**src/design/hwm_pkg.sv**
```systemverilog
// Constants, types and register map of the hardware-monitor config bank.
// Assumes a 10 MHz clock and word-aligned AHB-Lite register access.
// What this block does
// - Two-bit source code picks system, processor or auxiliary fan temperature.
// - Converter clock code gives 22.5 kHz divided by 1, 4, 16 or 64.
// - Control bit 6 picks comparator or two-times irq for cpu/aux temps.
// - Control bit 5 picks one-time or two-times irq for system temp.
// - Bits 4 and 3 stop aux and processor sensors driving over-temp pin.
// - Polarity bit makes the over-temperature pin active high or low.
// - Each tach pin direction bit: 1 input, 0 fan control output.
// - An output tach pin drives the level held in its value bit.
// - High-byte select picks which identity byte a read returns.
// - Bank field maps indices 50h-5Fh onto bank 0, 1 or 2.
// - Bank select bits 5 and 4 enable alarm for the two b-tachs.
// - Sixteen-bit vendor identity is read-only, one byte per read.
// - First alarm-enable register holds eight per-source enables, reset zero.
// - Second alarm-enable register holds six more per-source enables.
// - Global alarm bit, reset one, gates every alarm source.
// - Eight-bit chip identity register reads a fixed code while bank 0 is selected.
// - Diode mode bits act only for inputs whose sensor type is diode.
// - Sensor type bits choose diode (1) or thermistor (0) per input.
// - After battery enable rises, reading updates after one full cycle.
// - Three-bit divisor code selects fan divisor 1 through 128.
// - Divisor-one register holds low code bits of two tachometers.
// - Fan reading counts clocks per revolution scaled by the divisor.
package hwm_pkg;
  localparam int CLK_HZ = 10_000_000;
  localparam real ADC_BASE_KHZ = 22.5;
  localparam int ADC_BASE_CYCLES =
    int'($floor(CLK_HZ / 1000.0 / ADC_BASE_KHZ));
  localparam int ADC_DIV_STEP = 2; // Each code step divides by four
  localparam int AHB_AW = 32;
  localparam int IDX_LSB = 2;
  localparam int IDX_W = 8;
  localparam logic [1:0] HTRANS_NONSEQ = 2'h2;
  localparam logic [7:0] IDX_VENDOR = 8'h4f;
  localparam logic [7:0] IDX_CHIP = 8'h58;
  localparam logic [7:0] IDX_BANKED_LO = 8'h50;
  localparam logic [7:0] IDX_BANKED_HI = 8'h5f;
  localparam int NREG = 10;
  localparam int R_FD1 = 0, R_TSRC = 1, R_FD2 = 2, R_IRQC = 3, R_PINC = 4;
  localparam int R_BS = 5, R_AL1 = 6, R_AL2 = 7, R_DS = 8, R_VB = 9;
  localparam logic [7:0] REG_IDX [NREG] = '{8'h47, 8'h4a, 8'h4b, 8'h4c,
    8'h4d, 8'h4e, 8'h56, 8'h57, 8'h59, 8'h5d};
  localparam logic [7:0] REG_RST [NREG] = '{8'h55, 8'h64, 8'h44, 8'h10,
    8'h15, 8'h80, 8'h00, 8'h80, 8'h70, 8'h00};
  localparam int FD1_CPUA_LO = 6, FD1_SYS_LO = 4, FD1_CPUB_VAL = 3;
  localparam int FD1_CPUB_DIR = 2, FD1_AUXB_VAL = 1, FD1_AUXB_DIR = 0;
  localparam int FD2_AUXA_LO = 6, FD2_ADC_LO = 4;
  localparam int IC_CPUB_DIV2 = 7, IC_CMP = 6, IC_ONCE = 5;
  localparam int IC_AUX_OVT_DIS = 4, IC_CPU_OVT_DIS = 3, IC_OVT_POL = 2;
  localparam int PC_AUXA_VAL = 5, PC_AUXA_DIR = 4, PC_CPUA_VAL = 3;
  localparam int PC_CPUA_DIR = 2, PC_SYS_VAL = 1, PC_SYS_DIR = 0;
  localparam int BS_HIGH_BYTE = 7, BS_ALARM_AUXB = 5, BS_ALARM_CPUB = 4;
  localparam int BS_BANK_LO = 0, BANK_W = 3;
  localparam int AL2_GLOBAL = 7, AL2_SRC_W = 6;
  localparam int DS_AUXB_DIV2 = 7, DS_MODE_LO = 4, DS_AUXB_LO = 2;
  localparam int DS_CPUB_LO = 0;
  localparam int VB_AUXA_DIV2 = 7, VB_CPUA_DIV2 = 6, VB_SYS_DIV2 = 5;
  localparam int VB_TYPE_LO = 1, VB_EN = 0;
  localparam int EV_SYS = 0, EV_CPU = 1, EV_AUX = 2;
  localparam int NTACH = 5; // sys, cpu_a, aux_a, cpu_b, aux_b
  localparam logic [1:0] TSRC_SYS = 2'h0, TSRC_CPU = 2'h1, TSRC_AUX = 2'h2;
  typedef enum logic [1:0] {
    BAT_IDLE = 2'b00, BAT_ARMED = 2'b01, BAT_WAIT = 2'b11
  } hwm_bat_t;
  typedef struct packed {
    logic [7:0] aux;
    logic [7:0] cpu;
    logic [7:0] sys;
  } hwm_temps_t;
  // Packed so that it lines up with {bank[5:4], enable two, enable one}
  typedef struct packed {
    logic aux_fan_b, cpu_fan_b;
    logic aux_temp, chassis, aux_fan_a, voltage_input_3, voltage_input_2, voltage_input_1;
    logic cpu_fan_a, sys_fan, cpu_temp, sys_temp, v3v3, analog_supply_monitor, voltage_input_0, vcore;
  } hwm_alarm_src_t;
endpackage

```
**src/design/hwm_config_bank.sv**
```systemverilog
// Register bank of the hardware monitor: fan temperature source, converter
// clock, irq and over-temperature pin control, tach pins, alarm enables,
// identity, sensor type and battery monitor control.
// Assumes an AHB-Lite master, synchronous inputs, and monitor logic outside.
`timescale 1ns/100ps
module hwm_config_bank import hwm_pkg::*; #(
  parameter logic [15:0] VENDOR_ID = 16'h1234, // Arbitrary value
  parameter logic [7:0] CHIP_IDENTITY = 8'h3c, // Arbitrary value
  parameter int ADC_CYCLES = ADC_BASE_CYCLES
) (
  input wire logic clk,
  input wire logic rstn,
  input wire logic hsel,
  input wire logic [31:0] haddr,
  input wire logic [1:0] htrans,
  input wire logic hwrite,
  input wire logic [2:0] hsize,
  input wire logic [31:0] hwdata,
  input wire logic hready,
  output logic hreadyout,
  output logic hresp,
  output logic [31:0] hrdata,
  input wire hwm_temps_t temps,
  input wire logic [2:0] temp_event,
  input wire logic cpu_overtemp,
  input wire logic aux_overtemp,
  input wire hwm_alarm_src_t alarm_viol,
  input wire logic monitor_cycle_done,
  input wire logic [NTACH-1:0] tach_in,
  output logic [NTACH-1:0] tach_out,
  output logic [NTACH-1:0] tach_oe,
  output logic [NTACH-1:0] tach_level,
  output logic [NTACH-1:0][7:0] fan_divisor,
  output logic [7:0] fan_drive_temp,
  output logic adc_sample_strobe,
  output logic system_mgmt_irq,
  output logic overtemp_alarm_pin,
  output logic alarm_tone,
  output logic [2:0] sensor_is_diode,
  output logic [2:0] diode_cpu_char,
  output logic battery_enable,
  output logic battery_update
);

  ////////////////////////////////////////////////////////////////////////////
  // Bus decode

  // Banked window only reaches this bank when bank zero is selected
  function automatic logic idx_live(input logic [7:0] idx,
                                    input logic [BANK_W-1:0] bank);
    idx_live = (idx < IDX_BANKED_LO) || (idx > IDX_BANKED_HI) ||
               (bank == '0);
  endfunction

  logic [7:0] rf_q [NREG];
  logic [7:0] rf_d [NREG];
  logic [7:0] rd_or [NREG+1];
  logic wr_q;
  logic [7:0] wr_idx_q;
  logic hreadyout_q, hresp_q;
  logic [31:0] hrdata_q;
  wire logic addr_go = hsel && hready && htrans[1];
  wire logic [7:0] acc_idx = haddr[IDX_LSB +: IDX_W];
  wire logic addr_ok = (haddr[AHB_AW-1:IDX_LSB+IDX_W] == '0);
  wire logic [7:0] wdata = hwdata[7:0];
  // Reads decode against next values so a read right behind a write sees it
  wire logic [BANK_W-1:0] bank_d = rf_d[R_BS][BS_BANK_LO +: BANK_W];
  wire logic acc_live = addr_ok && idx_live(acc_idx, bank_d);
  wire logic hb_sel = rf_d[R_BS][BS_HIGH_BYTE];
  wire logic [7:0] vendor_byte = hb_sel ? VENDOR_ID[15:8] :
                                          VENDOR_ID[7:0];
  wire logic [7:0] ro_byte = (acc_idx == IDX_VENDOR) ? vendor_byte :
                             (acc_idx == IDX_CHIP) ? CHIP_IDENTITY : 8'h00;
  wire logic [7:0] rd_byte = acc_live ? (rd_or[NREG] | ro_byte) : 8'h00;

  ////////////////////////////////////////////////////////////////////////////
  // Register file: one byte per index, written in the data phase

  assign rd_or[0] = 8'h00;
  for (genvar i = 0; i < NREG; i++) begin : g_rf
    // All bits are stored as written, reserved ones included
    assign rf_d[i] = (wr_q && wr_idx_q == REG_IDX[i]) ? wdata : rf_q[i];
    assign rd_or[i+1] = rd_or[i] | ((acc_idx == REG_IDX[i]) ? rf_d[i] :
                                                              8'h00);
    always_ff @(posedge clk or negedge rstn) begin
      if (!rstn) begin
        rf_q[i] <= REG_RST[i];
      end else begin
        rf_q[i] <= rf_d[i];
      end
    end
  end

  // Zero-wait slave; writes to read-only or absent indices are dropped
  always_ff @(posedge clk or negedge rstn) begin
    if (!rstn) begin
      wr_q <= 1'b0;
      wr_idx_q <= 8'h00;
      hrdata_q <= 32'h0;
      hreadyout_q <= 1'b0;
      hresp_q <= 1'b0;
    end else begin
      wr_q <= addr_go && hwrite && acc_live;
      wr_idx_q <= acc_idx;
      hrdata_q <= (addr_go && !hwrite) ? {24'h0, rd_byte} : 32'h0;
      hreadyout_q <= 1'b1;
      hresp_q <= 1'b0;
    end
  end
  assign hreadyout = hreadyout_q;
  assign hresp = hresp_q;
  assign hrdata = hrdata_q;

  ////////////////////////////////////////////////////////////////////////////
  // Field views

  wire logic [7:0] fd1 = rf_q[R_FD1];
  wire logic [7:0] fd2 = rf_q[R_FD2];
  wire logic [7:0] irqc = rf_q[R_IRQC];
  wire logic [7:0] pinc = rf_q[R_PINC];
  wire logic [7:0] bsel = rf_q[R_BS];
  wire logic [7:0] ds = rf_q[R_DS];
  wire logic [7:0] vb = rf_q[R_VB];
  wire logic [NTACH-1:0] tach_dir = {fd1[FD1_AUXB_DIR], fd1[FD1_CPUB_DIR],
    pinc[PC_AUXA_DIR], pinc[PC_CPUA_DIR], pinc[PC_SYS_DIR]};
  wire logic [NTACH-1:0] tach_val = {fd1[FD1_AUXB_VAL], fd1[FD1_CPUB_VAL],
    pinc[PC_AUXA_VAL], pinc[PC_CPUA_VAL], pinc[PC_SYS_VAL]};
  // Low code bits live apart from bit two for four of the tachs
  wire logic [NTACH-1:0][2:0] div_code = {
    {ds[DS_AUXB_DIV2], ds[DS_AUXB_LO +: 2]},
    {irqc[IC_CPUB_DIV2], ds[DS_CPUB_LO +: 2]},
    {vb[VB_AUXA_DIV2], fd2[FD2_AUXA_LO +: 2]},
    {vb[VB_CPUA_DIV2], fd1[FD1_CPUA_LO +: 2]},
    {vb[VB_SYS_DIV2], fd1[FD1_SYS_LO +: 2]}};
  wire logic [1:0] tsrc = rf_q[R_TSRC][1:0];
  wire logic [7:0] temp_pick = (tsrc == TSRC_SYS) ? temps.sys :
                               (tsrc == TSRC_CPU) ? temps.cpu :
                               (tsrc == TSRC_AUX) ? temps.aux :
                                                    8'h00;
  wire logic [2:0] s_type = vb[VB_TYPE_LO +: 3];
  wire logic [2:0] d_mode = ds[DS_MODE_LO +: 3];

  ////////////////////////////////////////////////////////////////////////////
  // Fan pins, divisors and temperature source

  logic [NTACH-1:0] tach_out_q, tach_oe_q, tach_level_q;
  logic [NTACH-1:0][7:0] fan_div_q;
  logic [7:0] fan_temp_q;
  logic [2:0] s_diode_q, d_char_q;
  always_ff @(posedge clk or negedge rstn) begin
    if (!rstn) begin
      tach_out_q <= '0;
      tach_oe_q <= '0;
      tach_level_q <= '0;
      fan_temp_q <= 8'h00;
      s_diode_q <= 3'h0;
      d_char_q <= 3'h0;
    end else begin
      tach_oe_q <= ~tach_dir;
      tach_out_q <= tach_val;
      tach_level_q <= tach_in & tach_dir; // Counter sees inputs only
      fan_temp_q <= temp_pick;
      s_diode_q <= s_type;
      d_char_q <= s_type & d_mode;
    end
  end
  // Divisor as a count scale for the per-revolution readings
  for (genvar t = 0; t < NTACH; t++) begin : g_div
    always_ff @(posedge clk or negedge rstn) begin
      if (!rstn) begin
        fan_div_q[t] <= 8'h01;
      end else begin
        fan_div_q[t] <= 8'h01 << div_code[t];
      end
    end
  end
  assign tach_out = tach_out_q;
  assign tach_oe = tach_oe_q;
  assign tach_level = tach_level_q;
  assign fan_divisor = fan_div_q;
  assign fan_drive_temp = fan_temp_q;
  assign sensor_is_diode = s_diode_q;
  assign diode_cpu_char = d_char_q;

  ////////////////////////////////////////////////////////////////////////////
  // Converter clock: base tick, then a post-divider of 1, 4, 16 or 64

  localparam int ACW = $clog2(ADC_CYCLES);
  logic [ACW-1:0] acnt_q;
  logic [5:0] pdiv_q;
  logic adc_q;
  wire logic [1:0] adc_code = fd2[FD2_ADC_LO +: 2];
  wire logic [5:0] pdiv_last = 6'((7'h01 << (ADC_DIV_STEP * adc_code)) - 1);
  wire logic atick = (acnt_q == ACW'(ADC_CYCLES - 1));
  // Compare with >= so a smaller code written mid-count cannot wrap long
  wire logic pwrap = atick && (pdiv_q >= pdiv_last);
  always_ff @(posedge clk or negedge rstn) begin
    if (!rstn) begin
      acnt_q <= '0;
      pdiv_q <= 6'h00;
      adc_q <= 1'b0;
    end else begin
      acnt_q <= atick ? '0 : acnt_q + 1'b1;
      pdiv_q <= pwrap ? 6'h00 : (atick ? pdiv_q + 1'b1 : pdiv_q);
      adc_q <= pwrap;
    end
  end
  assign adc_sample_strobe = adc_q;

  ////////////////////////////////////////////////////////////////////////////
  // Interrupt and over-temperature pin

  logic [2:0] ev_prev_q;
  logic irq_q, ovt_q;
  wire logic [2:0] ev_edge = temp_event ^ ev_prev_q;
  wire logic [2:0] ev_rise = temp_event & ~ev_prev_q;
  wire logic sys_irq = irqc[IC_ONCE] ? ev_rise[EV_SYS] :
                                       ev_edge[EV_SYS];
  wire logic cpu_irq = irqc[IC_CMP] ? temp_event[EV_CPU] :
                                      ev_edge[EV_CPU];
  wire logic aux_irq = irqc[IC_CMP] ? temp_event[EV_AUX] :
                                      ev_edge[EV_AUX];
  wire logic ovt_act = (aux_overtemp && !irqc[IC_AUX_OVT_DIS]) ||
                       (cpu_overtemp && !irqc[IC_CPU_OVT_DIS]);
  always_ff @(posedge clk or negedge rstn) begin
    if (!rstn) begin
      ev_prev_q <= 3'h0;
      irq_q <= 1'b0;
      ovt_q <= 1'b1; // Idle level for the active-low reset polarity
    end else begin
      ev_prev_q <= temp_event;
      irq_q <= sys_irq || cpu_irq || aux_irq;
      ovt_q <= irqc[IC_OVT_POL] ? ovt_act : !ovt_act;
    end
  end
  assign system_mgmt_irq = irq_q;
  assign overtemp_alarm_pin = ovt_q;

  ////////////////////////////////////////////////////////////////////////////
  // Alarm tone

  logic alarm_q;
  wire hwm_alarm_src_t alarm_en = {bsel[BS_ALARM_AUXB], bsel[BS_ALARM_CPUB],
    rf_q[R_AL2][AL2_SRC_W-1:0], rf_q[R_AL1]};
  wire logic al_global = rf_q[R_AL2][AL2_GLOBAL];
  always_ff @(posedge clk or negedge rstn) begin
    if (!rstn) begin
      alarm_q <= 1'b0;
    end else begin
      alarm_q <= al_global && |(alarm_viol & alarm_en);
    end
  end
  assign alarm_tone = alarm_q;

  ////////////////////////////////////////////////////////////////////////////
  // Battery monitor: first done marks a cycle start, the second its end

  hwm_bat_t bat_q, bat_d;
  logic bat_en_prev_q, bat_upd_q;
  wire logic bat_en = vb[VB_EN];
  assign bat_d = !bat_en ? BAT_IDLE :
                 (bat_q == BAT_IDLE && !bat_en_prev_q) ? BAT_ARMED :
                 (bat_q == BAT_ARMED && monitor_cycle_done) ? BAT_WAIT :
                 (bat_q == BAT_WAIT && monitor_cycle_done) ? BAT_IDLE :
                 bat_q;
  always_ff @(posedge clk or negedge rstn) begin
    if (!rstn) begin
      bat_q <= BAT_IDLE;
      bat_en_prev_q <= 1'b0;
      bat_upd_q <= 1'b0;
    end else begin
      bat_q <= bat_d;
      bat_en_prev_q <= bat_en;
      bat_upd_q <= bat_en && bat_q == BAT_WAIT &&
                   monitor_cycle_done;
    end
  end
  assign battery_enable = bat_en_prev_q;
  assign battery_update = bat_upd_q;

  wire logic rd_go = addr_go && !hwrite;
endmodule

```
**config.mk**
```make
export PLATFORM = sky130hd
export DESIGN_NAME = hwm_config_bank
export DESIGN_NICKNAME = d
export VERILOG_FILES = /design/src/design/hwm_pkg.sv /design/src/design/hwm_config_bank.sv
export SDC_FILE = /design/constraint.sdc
export NUM_CORES = 1
export LEC_CHECK = 0
export BUFFER_PORTS_ARGS = -buffer_cell sky130_fd_sc_hd__buf_4
export CAP_MARGIN = 20
export CORE_MARGIN = 5
export CORE_UTILIZATION = 45
export DETAILED_ROUTE_END_ITERATION = 6
export PLACE_DENSITY = 0.81
export SLEW_MARGIN = 10
export SYNTH_ARGS = -nofsm -noshare
export SYNTH_HDL_FRONTEND = slang
export SYNTH_SLANG_ARGS = --single-unit
```
**constraint.sdc**
```tcl
create_clock -name clk -period 3.45 [get_ports clk]
set_input_delay 0.1725 -clock clk [delete_from_list [all_inputs] [get_ports clk]]
set_output_delay 0.1725 -clock clk [all_outputs]
set_load 0.03 [all_outputs]
```
# Word-level counts from Yosys, hierarchy flattened
# Cells that the tools add are included.
# totals
n_memories,0
mem_bits_ro,0
latch_bits,0
output_inout_bits,109
register_bits,193
ram_bits,0
elab_cells,172
input_bits,125
# op_classes
n_mux,39
magnitude_cmp,3
n_addsub,3
div,0
n_shift,6
reduce_logical,41
n_mul,0
bitwise,17
eq_ne,28
# ops
cell,n
2-to-1 mux 8 bit,25
"== test 8 x 7 -> 1 bit, second input constant",22
bitwise OR 8 bit,9
"left shift 1 x 3 -> 8 bit, first input constant",5
2-to-1 mux 6 bit,5
logical AND 1 bit,25
zero test 22 bit,1
bitwise AND 16 bit,1
OR reduction 16 bit,1
"adder 9 x 1 -> 9 bit, second input constant",1
"== test 9 bit, second input constant",1
2-to-1 mux 9 bit,1
"> comparator 8 x 7 -> 1 bit, second input constant",1
"< comparator 8 x 7 -> 1 bit, second input constant",1
2-to-1 mux 2 bit,4
bitwise OR 8 x 6 -> 8 bit,1
"adder 6 x 1 -> 6 bit, second input constant",1
greater-or-equal comparator 6 bit,1
"left shift 1 x 3 -> 6 bit, first input constant",1
"subtractor 6 x 1 -> 6 bit, second input constant",1
bitwise AND 5 bit,1
zero test 1 bit,5
logical OR 1 bit,5
NOT 5 bit,1
other kinds (11),17

# Longest topological paths before layout
# Gate-level depths: netlist of run 1.
# logic_depth
ltp_word,16
mapped_depth,9

# Worst setup path after synthesis of run 1
# Ideal clock, no wire load.
# synth_path
kind,flip-flop to flip-flop
from,register wr_idx_q[4]
to,"register hrdata_q[6], in the netlist hrdata[6]"
period_less_slack_ps,2539
path_stages_with_launch,8
t_required_ps,3311
t_arrival_ps,2400
setup_slack_ps,911
path_cell_list,dfrtp_1 > nor4b_2 > nand3_2 > nor3_2 > mux2_2 > a32o_1 > a2111oi_0 > a21oi_1
# synth_lines
element,line_no,text
"start, declared",hwm_config_bank.sv:59,logic [7:0] wr_idx_q;
"start signal, assigned",hwm_config_bank.sv:104,wr_idx_q <= acc_idx;
"end signal, assigned",hwm_config_bank.sv:105,"hrdata_q <= (addr_go && !hwrite) ? {24'h0, rd_byte} : 32'h0;"
"end, declared",hwm_config_bank.sv:61,logic [31:0] hrdata_q;

==> results of run 1 <==
kinds of logic (layout without fill, tap and decap cells):
family / after synthesis / in the layout / synth area share, %
AOI/OAI and AO/OA: 94 / 94 / 8.39
xor gates and xnor gates: 9 / 9 / 0.959
DFF: 193 / 193 / 59.2
other: 2 / 26 / 0.0914
muxes: 87 / 87 / 11.8
buffers and inverters: 69 / 270 / 4.52
adders and majority gates: 9 / 9 / 1.37
and+or+nand+nor: 193 / 193 / 13.7
layout make-up:
cell class                      instances  area, sq um  share of cell area (%)
Clock buffer                           18          429                    4.05
Multi-Input combinational cell        418         3070                    29.0
Clock inverter                         14          155                    1.46
Tap cell                              229          287                    2.70
Inverter                               22         82.6                   0.780
Timing Repair Buffer                  216         1710                    16.1
Sequential cell                       193         4860                    45.9
synth_stat cells (14+ instances only):
library cell / n / area [sq um]
sky130_fd_sc_hd__o21ai_0: 17 / 85.1
sky130_fd_sc_hd__dfstp_2: 24 / 631
sky130_fd_sc_hd__mux2_2: 72 / 811
sky130_fd_sc_hd__nand2_1: 43 / 161
sky130_fd_sc_hd__buf_4: 25 / 188
sky130_fd_sc_hd__nor3b_1: 17 / 128
sky130_fd_sc_hd__nor2_1: 28 / 105
sky130_fd_sc_hd__inv_1: 22 / 82.6
sky130_fd_sc_hd__a22oi_1: 16 / 120
sky130_fd_sc_hd__nor3_1: 15 / 75.1
sky130_fd_sc_hd__dfrtp_1: 169 / 4230
sky130_fd_sc_hd__clkbuf_1: 14 / 52.6
sky130_fd_sc_hd__and2_1: 16 / 100
critical path, cell delays in order (launching register included):
cell,delay (ns)
sky130_fd_sc_hd__dfrtp_1,0.42
sky130_fd_sc_hd__nor4b_2,0.45
sky130_fd_sc_hd__nand3_2,0.18
sky130_fd_sc_hd__nor3_2,0.49
sky130_fd_sc_hd__mux2_2,0.42
sky130_fd_sc_hd__a32o_1,0.27
sky130_fd_sc_hd__a2111oi_0,0.43
sky130_fd_sc_hd__a21oi_1,0.11
what timing repair did:
item / in CTS / in global routing
setup endpoints to repair: 0 / 0
endpoints found under the hold margin: 111 / 0
hold buffers: 26 / 0
power by group:
part,internal (mW),switching [mW]
combinational,0.162,0.219
sequential,2.32,0.0344
clock,1.08,0.877
flip-flops by register name, indices dropped and copies added (netlist names), 9 cells and up:
register / count
alarm_en: 14
rf_q: 9
acnt_q: 9
fan_divisor: 40
per-layer routing:
layer | up-vias | part of all wire (%) | track usage, % | routed length [um]
li1 | 2723 | - | - | -
met1 | 2976 | 43 | 27.1 | 8920
met2 | 273 | 49 | 32.3 | 10200
met3 | 25 | 7.4 | 5.80 | 1550
met4 | 0 | 1.3 | 5.18 | 281
met5 | - | 0 | 0 | 0
through the flow:
stage / cells / instance area (sq um) / util [%]
after CTS: 1110 / 10600 / 59.0
after detailed placement: 1052 / 9750 / 54.3
after global placement: 1052 / 9750 / 54.3
final: 1110 / 10600 / 59.0
after global routing: 1110 / 10600 / 59.0
after floorplan: 680 / 8310 / -
final timing paths:
| kind | endpoint | cells past startpoint |
|---|---|---|
| worst max register to register | hrdata[6]$_DFF_PN0_ | 7 |
| worst max-delay path | hrdata[6]$_DFF_PN0_ | 7 |
| min in group asynchronous | pdiv_q[4]$_DFFE_PN0P_ | 2 |
| max in group asynchronous | fd1[2]$_DFF_PN1_ | 3 |
| worst min-delay path | fan_drive_temp[6]$_DFF_PN0_ | 3 |
| worst min register to register | tach_out[4]$_DFF_PN0_ | 0 |
==> implementation parameters, run 1 <==
Parameter                              Value

Critical path
  CP Class    reg2reg
  Max FO, Critical Path    6
  Launch instance of the worst register-to-register path    wr_idx_q[4]$_DFF_PN0_
  Worst setup SP type    register
  Category of the worst setup path capture point    register
  Worst EP arrival    3.19 ns
  Critical path launch point    wr_idx_q[4]$_DFF_PN0_
  Worst R2R Setup Slack    0.55 ns
  Worst path required time    3.74 ns

Floorplan
  Initial core utilization    between 40% and 50%
  Number of top-level pins    around 230
  Core footprint    18,000 sq um
  Die X    145 um
  Floorplan die area    21,100 sq um
  Cell Rows    49
  Die outline height    145 um

STA
  Final total negative setup slack    0 ns
  Least-Margin Pin Slew    ~0.83 ns
  Slew margin rel.    44.6%
  Final setup fails    0
  Highest clock rate    between 0.3 and 0.4 GHz
  Post-Route Skew    0.0138 ns
  Final number of max-transition violations    0
  Setup slack of the critical path after layout    0.547 ns
  RSZ-0062 raised after global routing    false
  Final period util    84.1%
  Final hold vios    0
  Minimum hold slack    0.0337 ns
  Crit path time final    2.90 ns

Global route
  Vias in the first global route    6,294
  First-pass GRT wire length    34,100 um
  Initial antenna violation count    0
  Total global-route track usage    20.1%
  Pin count of the biggest net entering global routing    97
  Gr ovfl total    0

Yosys
  Cell variety after synth    66
  Yosys Warn Count    0
  Syn avg cell area    12.5 sq um
  Most frequently used flop master after synthesis    sky130_fd_sc_hd__dfrtp_1
  Post-synthesis instance area    8220 sq um
  Gate count of the mapped netlist    656
  Number of enable flip-flop cells after synthesis    0
  Yosys reg bits    193
  Share of flip-flops with an asynchronous set or reset after synthesis    100%
  Sequential element share of the synthesized area    59.2%

Drt
  Post-detailed-routing wire length    approximately 21,000 um
  Avg WL per Cell    18.8 um
  Post-DR vias/cell    between 5 and 6
  Via Count    5,997
  Remaining DRCs    0
  Antenna-violating nets left    0
  Number of DRC markers in iteration 0    465
  Pre-antenna DRT Iters    6

Placement
  HPWL after detailed placement    15,000 um
  Number of port buffers    178
  Setup slack at placement    0.567 ns
  RD Place Congestion    0.896

Cells and area
  Ratio of cells with drive above 1 in the final layout    38.0%
  Number of fillers in the final layout    between 1,000 and 1,500
  Most frequent standard cell in the layout excluding fill and tap cells    sky130_fd_sc_hd__buf_4
  Commonest cells after routing, fill and taps aside    sky130_fd_sc_hd__buf_4, sky130_fd_sc_hd__dfrtp_1, sky130_fd_sc_hd__mux2_2, sky130_fd_sc_hd__nand2_1, sky130_fd_sc_hd__nor2_1
  Number of diodes added for antenna fixing    0
  Number of nets in the layout    1,002
  Growth of design area from synthesis to finish    28.9%

Clock tree
  Maximum number of buffers from clock root to sink    2
  Sinks on the clock net    between 150 and 200
  Clock tree from TritonCTS    yes
  Depth of the CTS H-tree    4
  Number of setup buffers added after CTS    0
  Clock transition time at the flip-flop clock pins of the worst setup and hold paths    0.07 ns
  TritonCTS buffer count    17
  Root Buffer Master    sky130_fd_sc_hd__clkbuf_16
  Clk_lat worst skew    between 0.4 and 0.5 ns
  CTS-repair resized insts    0

Run
  Number of max-cap violations    0

Power and ir drop
  Static Leak    5.02 nW
  Maximum vdd drop    0.352 mV
  Power per cell area    approximately 440 nW/um^2
  Overall power after layout    4.69 mW

Min path
  Type of the most critical hold path    in2reg
  Hold path startpoint    temps[6]

Status
  Run status    finished clean
Power figures use the tool's default switching activity.
==> inputs of run 2 (changes only) <==
--- a/config.mk
+++ b/config.mk
@@ -5,12 +5,13 @@
 export SDC_FILE = /design/constraint.sdc
 export NUM_CORES = 1
 export LEC_CHECK = 0
+export ABC_AREA = 1
 export BUFFER_PORTS_ARGS = -buffer_cell sky130_fd_sc_hd__buf_4
 export CAP_MARGIN = 20
 export CORE_MARGIN = 5
 export CORE_UTILIZATION = 45
 export DETAILED_ROUTE_END_ITERATION = 6
-export PLACE_DENSITY = 0.81
+export PLACE_DENSITY = 0.8
 export SLEW_MARGIN = 10
 export SYNTH_ARGS = -nofsm -noshare
 export SYNTH_HDL_FRONTEND = slang
==> constraint.sdc (replaced) <==
create_clock -name clk -period 2.7 [get_ports clk]
set_input_delay 0.135 -clock clk [delete_from_list [all_inputs] [get_ports clk]]
set_output_delay 0.135 -clock clk [all_outputs]
set_load 0.03 [all_outputs]
==> run 2 against run 1 <==
The flow now finishes with violations (design-rule violations). Cell count is 41% higher. Clock power is 27% higher. Area after synthesis is 9.5% higher. Sequential power is 24% higher. Combinational power is 7.6% higher. Total power is 24% higher. First-iteration DRC count is 89% higher. Clock skew is 0.0021 ns lower. Critical path depth is 2 higher. Worst setup slack worse by 0.16 ns. Fmax is 25% higher. Largest cell class unchanged.
==> implementation parameters, run 2 <==
Parameter                              Value

Critical path
  CP Class    reg2reg
  Cell family with most CP delay    simple AND/OR/NAND/NOR gates
  Cell type of the slowest stage on the worst timing path    sky130_fd_sc_hd__inv_1
  Series of cell instances along the critical path    inv_1, nand2_1, inv_1, nand3_1, nand2_1, nand3_1, nand4_1, nor2_1, nor2_1
  Max FO, Critical Path    20 (+14)
  Worst setup SP type    register
  Worst path required time    3.04 ns (-0.70 ns)
  CP Buf/Inv Count    2 (+2)
  Worst EP arrival    2.65 ns (-0.54 ns)
  Slowest stage delay, CP    0.48 ns (about the same)
  Category of the worst setup path capture point    register

Clock tree
  Root Buffer Master    sky130_fd_sc_hd__clkbuf_16
  Number of setup buffers added after CTS    0 (unchanged)
  Clock tree from TritonCTS    yes
  Clock transition time at the flip-flop clock pins of the worst setup and hold paths    0.08 ns (about the same)
  Clk_lat worst skew    0.44 ns (about the same)
  Maximum number of buffers from clock root to sink    2 (unchanged)
  TritonCTS buffer count    17 (unchanged)
  Post-CTS Hold Fix Bufs    43 (+65%)
  CTS-repair resized insts    0 (unchanged)
  Sinks on the clock net    193 (unchanged)
  Depth of the CTS H-tree    4 (unchanged)

STA
  Highest clock rate    0.432 GHz (+25%)
  Crit path time final    2.31 ns (-0.589 ns)
  Final setup fails    0 (unchanged)
  Least-Margin Pin Slew    0.829 ns (+0.00113 ns)
  Final period util    85.7% (+1.5 points)
  Final hold vios    0 (unchanged)
  RSZ-0062 raised after global routing    false
  Post-Route Skew    0.0117 ns (-0.00205 ns)
  Final number of max-transition violations    0 (unchanged)
  Minimum hold slack    0.106 ns (+0.0726 ns)
  Final total negative setup slack    0 ns (unchanged)
  Slew margin rel.    44.5% (-0.076 points)

Drt
  Antenna-violating nets left    0 (unchanged)
  Via Count    8,085 (+35%)
  Avg WL per Cell    16.3 um (-14%)
  Number of DRC markers in iteration 0    877 (+89%)
  Post-DR vias/cell    5.17 (-4.3%)
  Remaining DRCs    1 (+1)
  Post-detailed-routing wire length    25,400 um (+22%)
  Pre-antenna DRT Iters    7 (+1)

Status
  Failing checks    design-rule violations
  Run status    finished, violations left

Placement
  Cell Count Post-Placement    1,489 (+42%)
  RD Place Congestion    0.949 (+5.9%)
  Number of port buffers    178 (unchanged)
  HPWL after detailed placement    18,300 um (+22%)

Power and ir drop
  Maximum vdd drop    0.412 mV (+17%)
  Static Leak    6.19 nW (+23%)
  Power per cell area    500 nW/um^2 (+13%)

Yosys
  Yosys Warn Count    0 (unchanged)
  Gate count of the mapped netlist    1,050 (+60%)
  Post-synthesis instance area    9000 sq um (+9.5%)
  Top cells by area, synth    sky130_fd_sc_hd__dfrtp_1, sky130_fd_sc_hd__nand2_1, sky130_fd_sc_hd__dfstp_2
  Most frequently used flop master after synthesis    sky130_fd_sc_hd__dfrtp_1
  Share of flip-flops with an asynchronous set or reset after synthesis    100% (unchanged)
  Sequential element share of the synthesized area    54.0% (-5.2 points)
  Cell variety after synth    37 (-44%)
  Syn avg cell area    8.57 sq um (-32%)
  Yosys reg bits    193 (unchanged)
  Fraction of synthesized cell area taken by the top area cell type    47.0% (-4.5 points)
  Synth area leader    sky130_fd_sc_hd__dfrtp_1
  Number of enable flip-flop cells after synthesis    0 (unchanged)
  Most common cell in the netlist    sky130_fd_sc_hd__nand2_1
  Ranking of synthesized cells by instance count    sky130_fd_sc_hd__nand2_1, sky130_fd_sc_hd__dfrtp_1, sky130_fd_sc_hd__inv_1

Cells and area
  Growth of design area from synthesis to finish    29.1%
  Max reg flops    40 (unchanged)
  Commonest cells after routing, fill and taps aside    sky130_fd_sc_hd__nand2_1, sky130_fd_sc_hd__buf_4, sky130_fd_sc_hd__dfrtp_1, sky130_fd_sc_hd__inv_1, sky130_fd_sc_hd__nand3_1
  Post-Layout Cell Count    1,564 (+41%)
  Number of nets in the layout    1,420 (+42%)
  Ratio of cells with drive above 1 in the final layout    20.1% (-18 points)
  Most frequent standard cell in the layout excluding fill and tap cells    sky130_fd_sc_hd__nand2_1
  Storage cell area    4860 sq um (unchanged)
  Final standard cell utilization of the core    59.3% (+0.35 points)
  Number of fillers in the final layout    1,681 (+14%)
  Multi-input logic area    3340 sq um (+8.5%)
  Number of diodes added for antenna fixing    0 (unchanged)

Global route
  Pin count of the biggest net entering global routing    84 (-13%)
  Vias in the first global route    7,940 (+26%)
  First-pass GRT wire length    39,300 um (+15%)
  Gr ovfl total    0 (unchanged)
  Initial antenna violation count    0 (unchanged)
  Total global-route track usage    22.2% (+2.0 points)

Floorplan
  Initial core utilization    45.9% (+0.21 points)
  Die outline height    151 um (+4.3%)
  Core footprint    19,600 sq um (+9.1%)
  Cell Rows    51 (+4.1%)
  Floorplan die area    22,900 sq um (+8.9%)
  Number of top-level pins    234 (unchanged)
  Die X    151 um (+4.3%)

Min path
  Type of the most critical hold path    in2reg

Run
  Number of max-cap violations    0 (unchanged)
==> run 2: changes by cell type after synthesis, sizes merged, moves of 12 or more <==
cell,change
mux2i,-13
inv,+131
nor3,+30
nor3b,-17
clkbuf,-15
nand2,+180
nand3,+107
mux2,-74
nor2,+55
and2,+45
buf,+12
a22oi,-16
nand4,+44
==> run 2: logic make-up after synthesis <==
logic type / after synthesis / synth area share (%)
XOR/XNOR: 4 / 0.389
AO/OA/AOI/OAI: 50 / 3.52
other: 2 / 0.0834
adder cells (fa/ha/maj): 9 / 1.25
buffers and inverters: 202 / 9.93
flip-flops: 193 / 54.0
AND/OR/NAND/NOR: 590 / 30.8
==> run 2: area by class of cell <==
cell class / count / area share (%)
flip-flops and latches: 193 / 41.8
clock buffers: 20 / 3.93
clock inverters: 12 / 1.07
inverters: 158 / 5.10
repair buffers: 237 / 16.5
multi-input cells: 679 / 28.7
well taps: 265 / 2.85
==> run 2: through the flow <==
stage	worst slack, ns	power (mW)	instance area, sq um
final	0.387	5.80	11600
after global routing	0.298	6.01	11600
after CTS	0.503	5.83	11600
after detailed placement	0.529	3.33	10600
after global placement	0.605	3.32	10600
after floorplan	1.12	3.13	9090
==> run 2: tightest hold or removal path, delay by kind of cell <==
family | cells | cell delay, ns
buffers and inverters | 1 | 0.08
AOI/OAI and AO/OA | 2 | 0.27
==> run 2: where the power goes <==
part	switching (mW)	internal (mW)
clock	1.14	1.34
combinational	0.245	0.165
sequential	0.00870	2.91
==> run 2: worst paths after layout <==
kind / startpoint / to / slack, ns / cells after the start
max: wr_idx_q[0]$_DFF_PN0_ / hrdata[4]$_DFF_PN0_ / 0.39 / 9
min: alarm_viol[4] / alarm_tone$_DFF_PN0_ / 0.11 / 3
max reg2reg: wr_idx_q[0]$_DFF_PN0_ / hrdata[4]$_DFF_PN0_ / 0.39 / 9
min reg2reg: fd1[1]$_DFF_PN0_ / tach_out[4]$_DFF_PN0_ / 0.37 / 0
max in group asynchronous: rstn / fan_divisor[0]$_DFF_PN1_ / 1.49 / 3
min in group asynchronous: rstn / pdiv_q[2]$_DFFE_PN0P_ / 0.32 / 2
==> run 2: routing by layer <==
metal	vias to the layer above	share of wire, %	global-route usage (%)
met5	-	0	0
met4	0	3.6	9.47
met3	75	9.2	4.94
met2	421	47	36.0
met1	3789	40	28.6
li1	3800	-	-
==> inputs of run 3 (changes only) <==
--- a/config.mk
+++ b/config.mk
@@ -9,9 +9,9 @@
 export BUFFER_PORTS_ARGS = -buffer_cell sky130_fd_sc_hd__buf_4
 export CAP_MARGIN = 20
 export CORE_MARGIN = 5
-export CORE_UTILIZATION = 45
+export CORE_UTILIZATION = 35
 export DETAILED_ROUTE_END_ITERATION = 6
-export PLACE_DENSITY = 0.8
+export PLACE_DENSITY = 0.67
 export SLEW_MARGIN = 10
 export SYNTH_ARGS = -nofsm -noshare
 export SYNTH_HDL_FRONTEND = slang
==> run 3 against run 2 <==
The flow now finishes without violations. Combinational power about the same. Clock skew up 0.0013 ns. Worst hold slack better by 0.0034 ns. First-iteration DRC count down 11%. Sequential power about the same. Clock-buffer cell count down 2. Fmax up 2.0%. Critical endpoint is now hrdata[0]$_DFF_PN0_. Highest routed layer unchanged.
==> implementation parameters, run 3 (synthesis results as in run 2) <==
Parameter                              Value

Status
  Run status    finished clean

Drt
  Number of DRC markers in iteration 0    783 (-11%)
  Remaining DRCs    0 (-1)
  Post-detailed-routing wire length    26,000 um (+2.3%)
  Antenna-violating nets left    0 (unchanged)
  Avg WL per Cell    16.0 um (-1.8%)
  Via Count    7,906 (-2.2%)
  Post-DR vias/cell    4.85 (-6.2%)
  Pre-antenna DRT Iters    5 (-2)

Floorplan
  Die outline height    170 um (+13%)
  Cell Rows    58 (+14%)
  Initial core utilization    35.6% (-10 points)
  Core footprint    25,300 sq um (+29%)
  Die X    170 um (+13%)
  Floorplan die area    29,000 sq um (+27%)
  Number of top-level pins    234 (unchanged)

Cells and area
  Most frequent standard cell in the layout excluding fill and tap cells    sky130_fd_sc_hd__nand2_1
  Number of fillers in the final layout    2,440 (+45%)
  Number of diodes added for antenna fixing    0 (unchanged)
  Post-Layout Cell Count    1,630 (+4.2%)
  Growth of design area from synthesis to finish    30.2%
  Ratio of cells with drive above 1 in the final layout    20.2% (+0.14 points)
  Commonest cells after routing, fill and taps aside    sky130_fd_sc_hd__nand2_1, sky130_fd_sc_hd__buf_4, sky130_fd_sc_hd__dfrtp_1, sky130_fd_sc_hd__inv_1, sky130_fd_sc_hd__nand3_1
  Max reg flops    40 (unchanged)
  Number of nets in the layout    1,421 (+0.070%)

Critical path
  Worst path required time    3.05 ns (about the same)
  Max FO, Critical Path    20 (unchanged)
  Worst setup SP type    register
  Worst R2R Setup Slack    0.43 ns (+0.05 ns)
  CP Class    reg2reg
  Category of the worst setup path capture point    register
  Worst EP arrival    2.62 ns (-0.03 ns)

Clock tree
  Depth of the CTS H-tree    4 (unchanged)
  TritonCTS buffer count    17 (unchanged)
  Maximum number of buffers from clock root to sink    2 (unchanged)
  Clk_lat worst skew    0.44 ns (about the same)
  Clock tree from TritonCTS    yes
  CTS-repair resized insts    0 (unchanged)
  Root Buffer Master    sky130_fd_sc_hd__clkbuf_16
  Clock transition time at the flip-flop clock pins of the worst setup and hold paths    0.07 ns (about the same)
  Sinks on the clock net    193 (unchanged)

Global route
  Initial antenna violation count    0 (unchanged)
  Total global-route track usage    17.8% (-4.4 points)
  Gr ovfl total    0 (unchanged)
  Pin count of the biggest net entering global routing    85 (+1.2%)
  Vias in the first global route    7,730 (-2.6%)
  First-pass GRT wire length    40,400 um (+2.8%)

STA
  Final hold vios    0 (unchanged)
  Minimum hold slack    0.110 ns (+0.00339 ns)
  Setup slack of the critical path after layout    0.432 ns (+0.0453 ns)
  Post-Route Skew    0.0130 ns (+0.00130 ns)
  Final setup fails    0 (unchanged)
  Final number of max-transition violations    0 (unchanged)
  RSZ-0062 raised after global routing    false
  Slew margin rel.    49.2% (+4.7 points)
  Least-Margin Pin Slew    0.759 ns (-0.0703 ns)
  Final total negative setup slack    0 ns (unchanged)
  Crit path time final    2.27 ns (-0.0453 ns)
  Highest clock rate    0.441 GHz (+2.0%)
  Final period util    84.0% (-1.7 points)

Placement
  RD Place Congestion    0.928 (-2.3%)
  Cell Count Post-Placement    1,555 (+4.4%)
  Setup slack at placement    0.529 ns (-0.000700 ns)
  Number of port buffers    178 (unchanged)
  HPWL after detailed placement    19,300 um (+5.3%)

Power and ir drop
  Static Leak    6.20 nW (+0.22%)
  Power per cell area    500 nW/um^2 (about the same)
  Maximum vdd drop    0.352 mV (-15%)

Min path
  Type of the most critical hold path    in2reg

Run
  Number of max-cap violations    0 (unchanged)
## run 3: changes by cell type in the layout (fill, tap and decap cells not counted)
cell                         delta
sky130_fd_sc_hd__inv_8          +3
sky130_fd_sc_hd__inv_6          -1
sky130_fd_sc_hd__clkinvlp_4     -1
sky130_fd_sc_hd__clkbuf_1       -1
sky130_fd_sc_hd__clkbuf_8       -1
sky130_fd_sc_hd__buf_4          +1
sky130_fd_sc_hd__clkinv_2       +1
## run 3: critical path, stage by stage, from the launching register on
cell and delay [ns]:
sky130_fd_sc_hd__dfrtp_1 0.42, sky130_fd_sc_hd__inv_1 0.06, sky130_fd_sc_hd__nand2_1 0.05, sky130_fd_sc_hd__inv_1 0.54
sky130_fd_sc_hd__nand3_1 0.41, sky130_fd_sc_hd__nand2_1 0.18, sky130_fd_sc_hd__nand3_1 0.11, sky130_fd_sc_hd__nand2_1 0.11
sky130_fd_sc_hd__nor2_1 0.05, sky130_fd_sc_hd__nand2_1 0.06, sky130_fd_sc_hd__nor2_1 0.04, sky130_fd_sc_hd__nor2_1 0.13
## run 3: per-stage QoR
| stage | total power [mW] | area (sq um) | util (%) |
|---|---|---|---|
| final | 5.85 | 11700 | 46.4 |
| after global routing | 6.05 | 11700 | 46.4 |
| after CTS | 5.91 | 11700 | 46.4 |
| after detailed placement | 3.33 | 10700 | 42.4 |
| after global placement | 3.33 | 10700 | 42.4 |
| after floorplan | 3.13 | 9090 | - |
## run 3: worst paths after layout
path                                       start               endpoint  depth (start not counted)
setup / recovery           wr_idx_q[0]$_DFF_PN0_    hrdata[0]$_DFF_PN0_                         11
hold / removal                         haddr[12]         wr_q$_DFF_PN0_                          6
setup reg to reg           wr_idx_q[0]$_DFF_PN0_    hrdata[0]$_DFF_PN0_                         11
hold reg to reg                 fd1[1]$_DFF_PN0_  tach_out[4]$_DFF_PN0_                          0
max in group asynchronous                   rstn    al_global$_DFF_PN1_                          3
min in group asynchronous                   rstn    hreadyout$_DFF_PN0_                          2
## run 3: area by class of cell
cell class	count	area [sq um]	area share, %
clock buffers	18	439	3.75
clock inverters	14	146	1.25
inverters	158	593	5.06
multi-input cells	679	3340	28.5
flip-flops and latches	193	4860	41.5
well taps	330	413	3.52
repair buffers	238	1930	16.4
## run 3: routing by layer
metal	up-vias	GRT usage, %	part of all wire (%)
li1	3804	-	-
met1	3706	23.7	42
met2	350	28.8	47
met3	46	3.28	7.8
met4	0	7.05	2.8
met5	-	0	0
## run 3: where the power goes
group | total (mW) | internal (mW) | switching [mW]
Combinational | 0.411 | 0.165 | 0.246
Sequential | 2.92 | 2.91 | 0.00824
Clock | 2.53 | 1.33 | 1.20
Total | 5.85 | 4.40 | 1.45
## run 3: repair_timing
| action | CTS | global route |
|---|---|---|
| hold endpoints to repair | 111 | 0 |
| setup buffers | 0 | 0 |
| hold buffers | 43 | 0 |
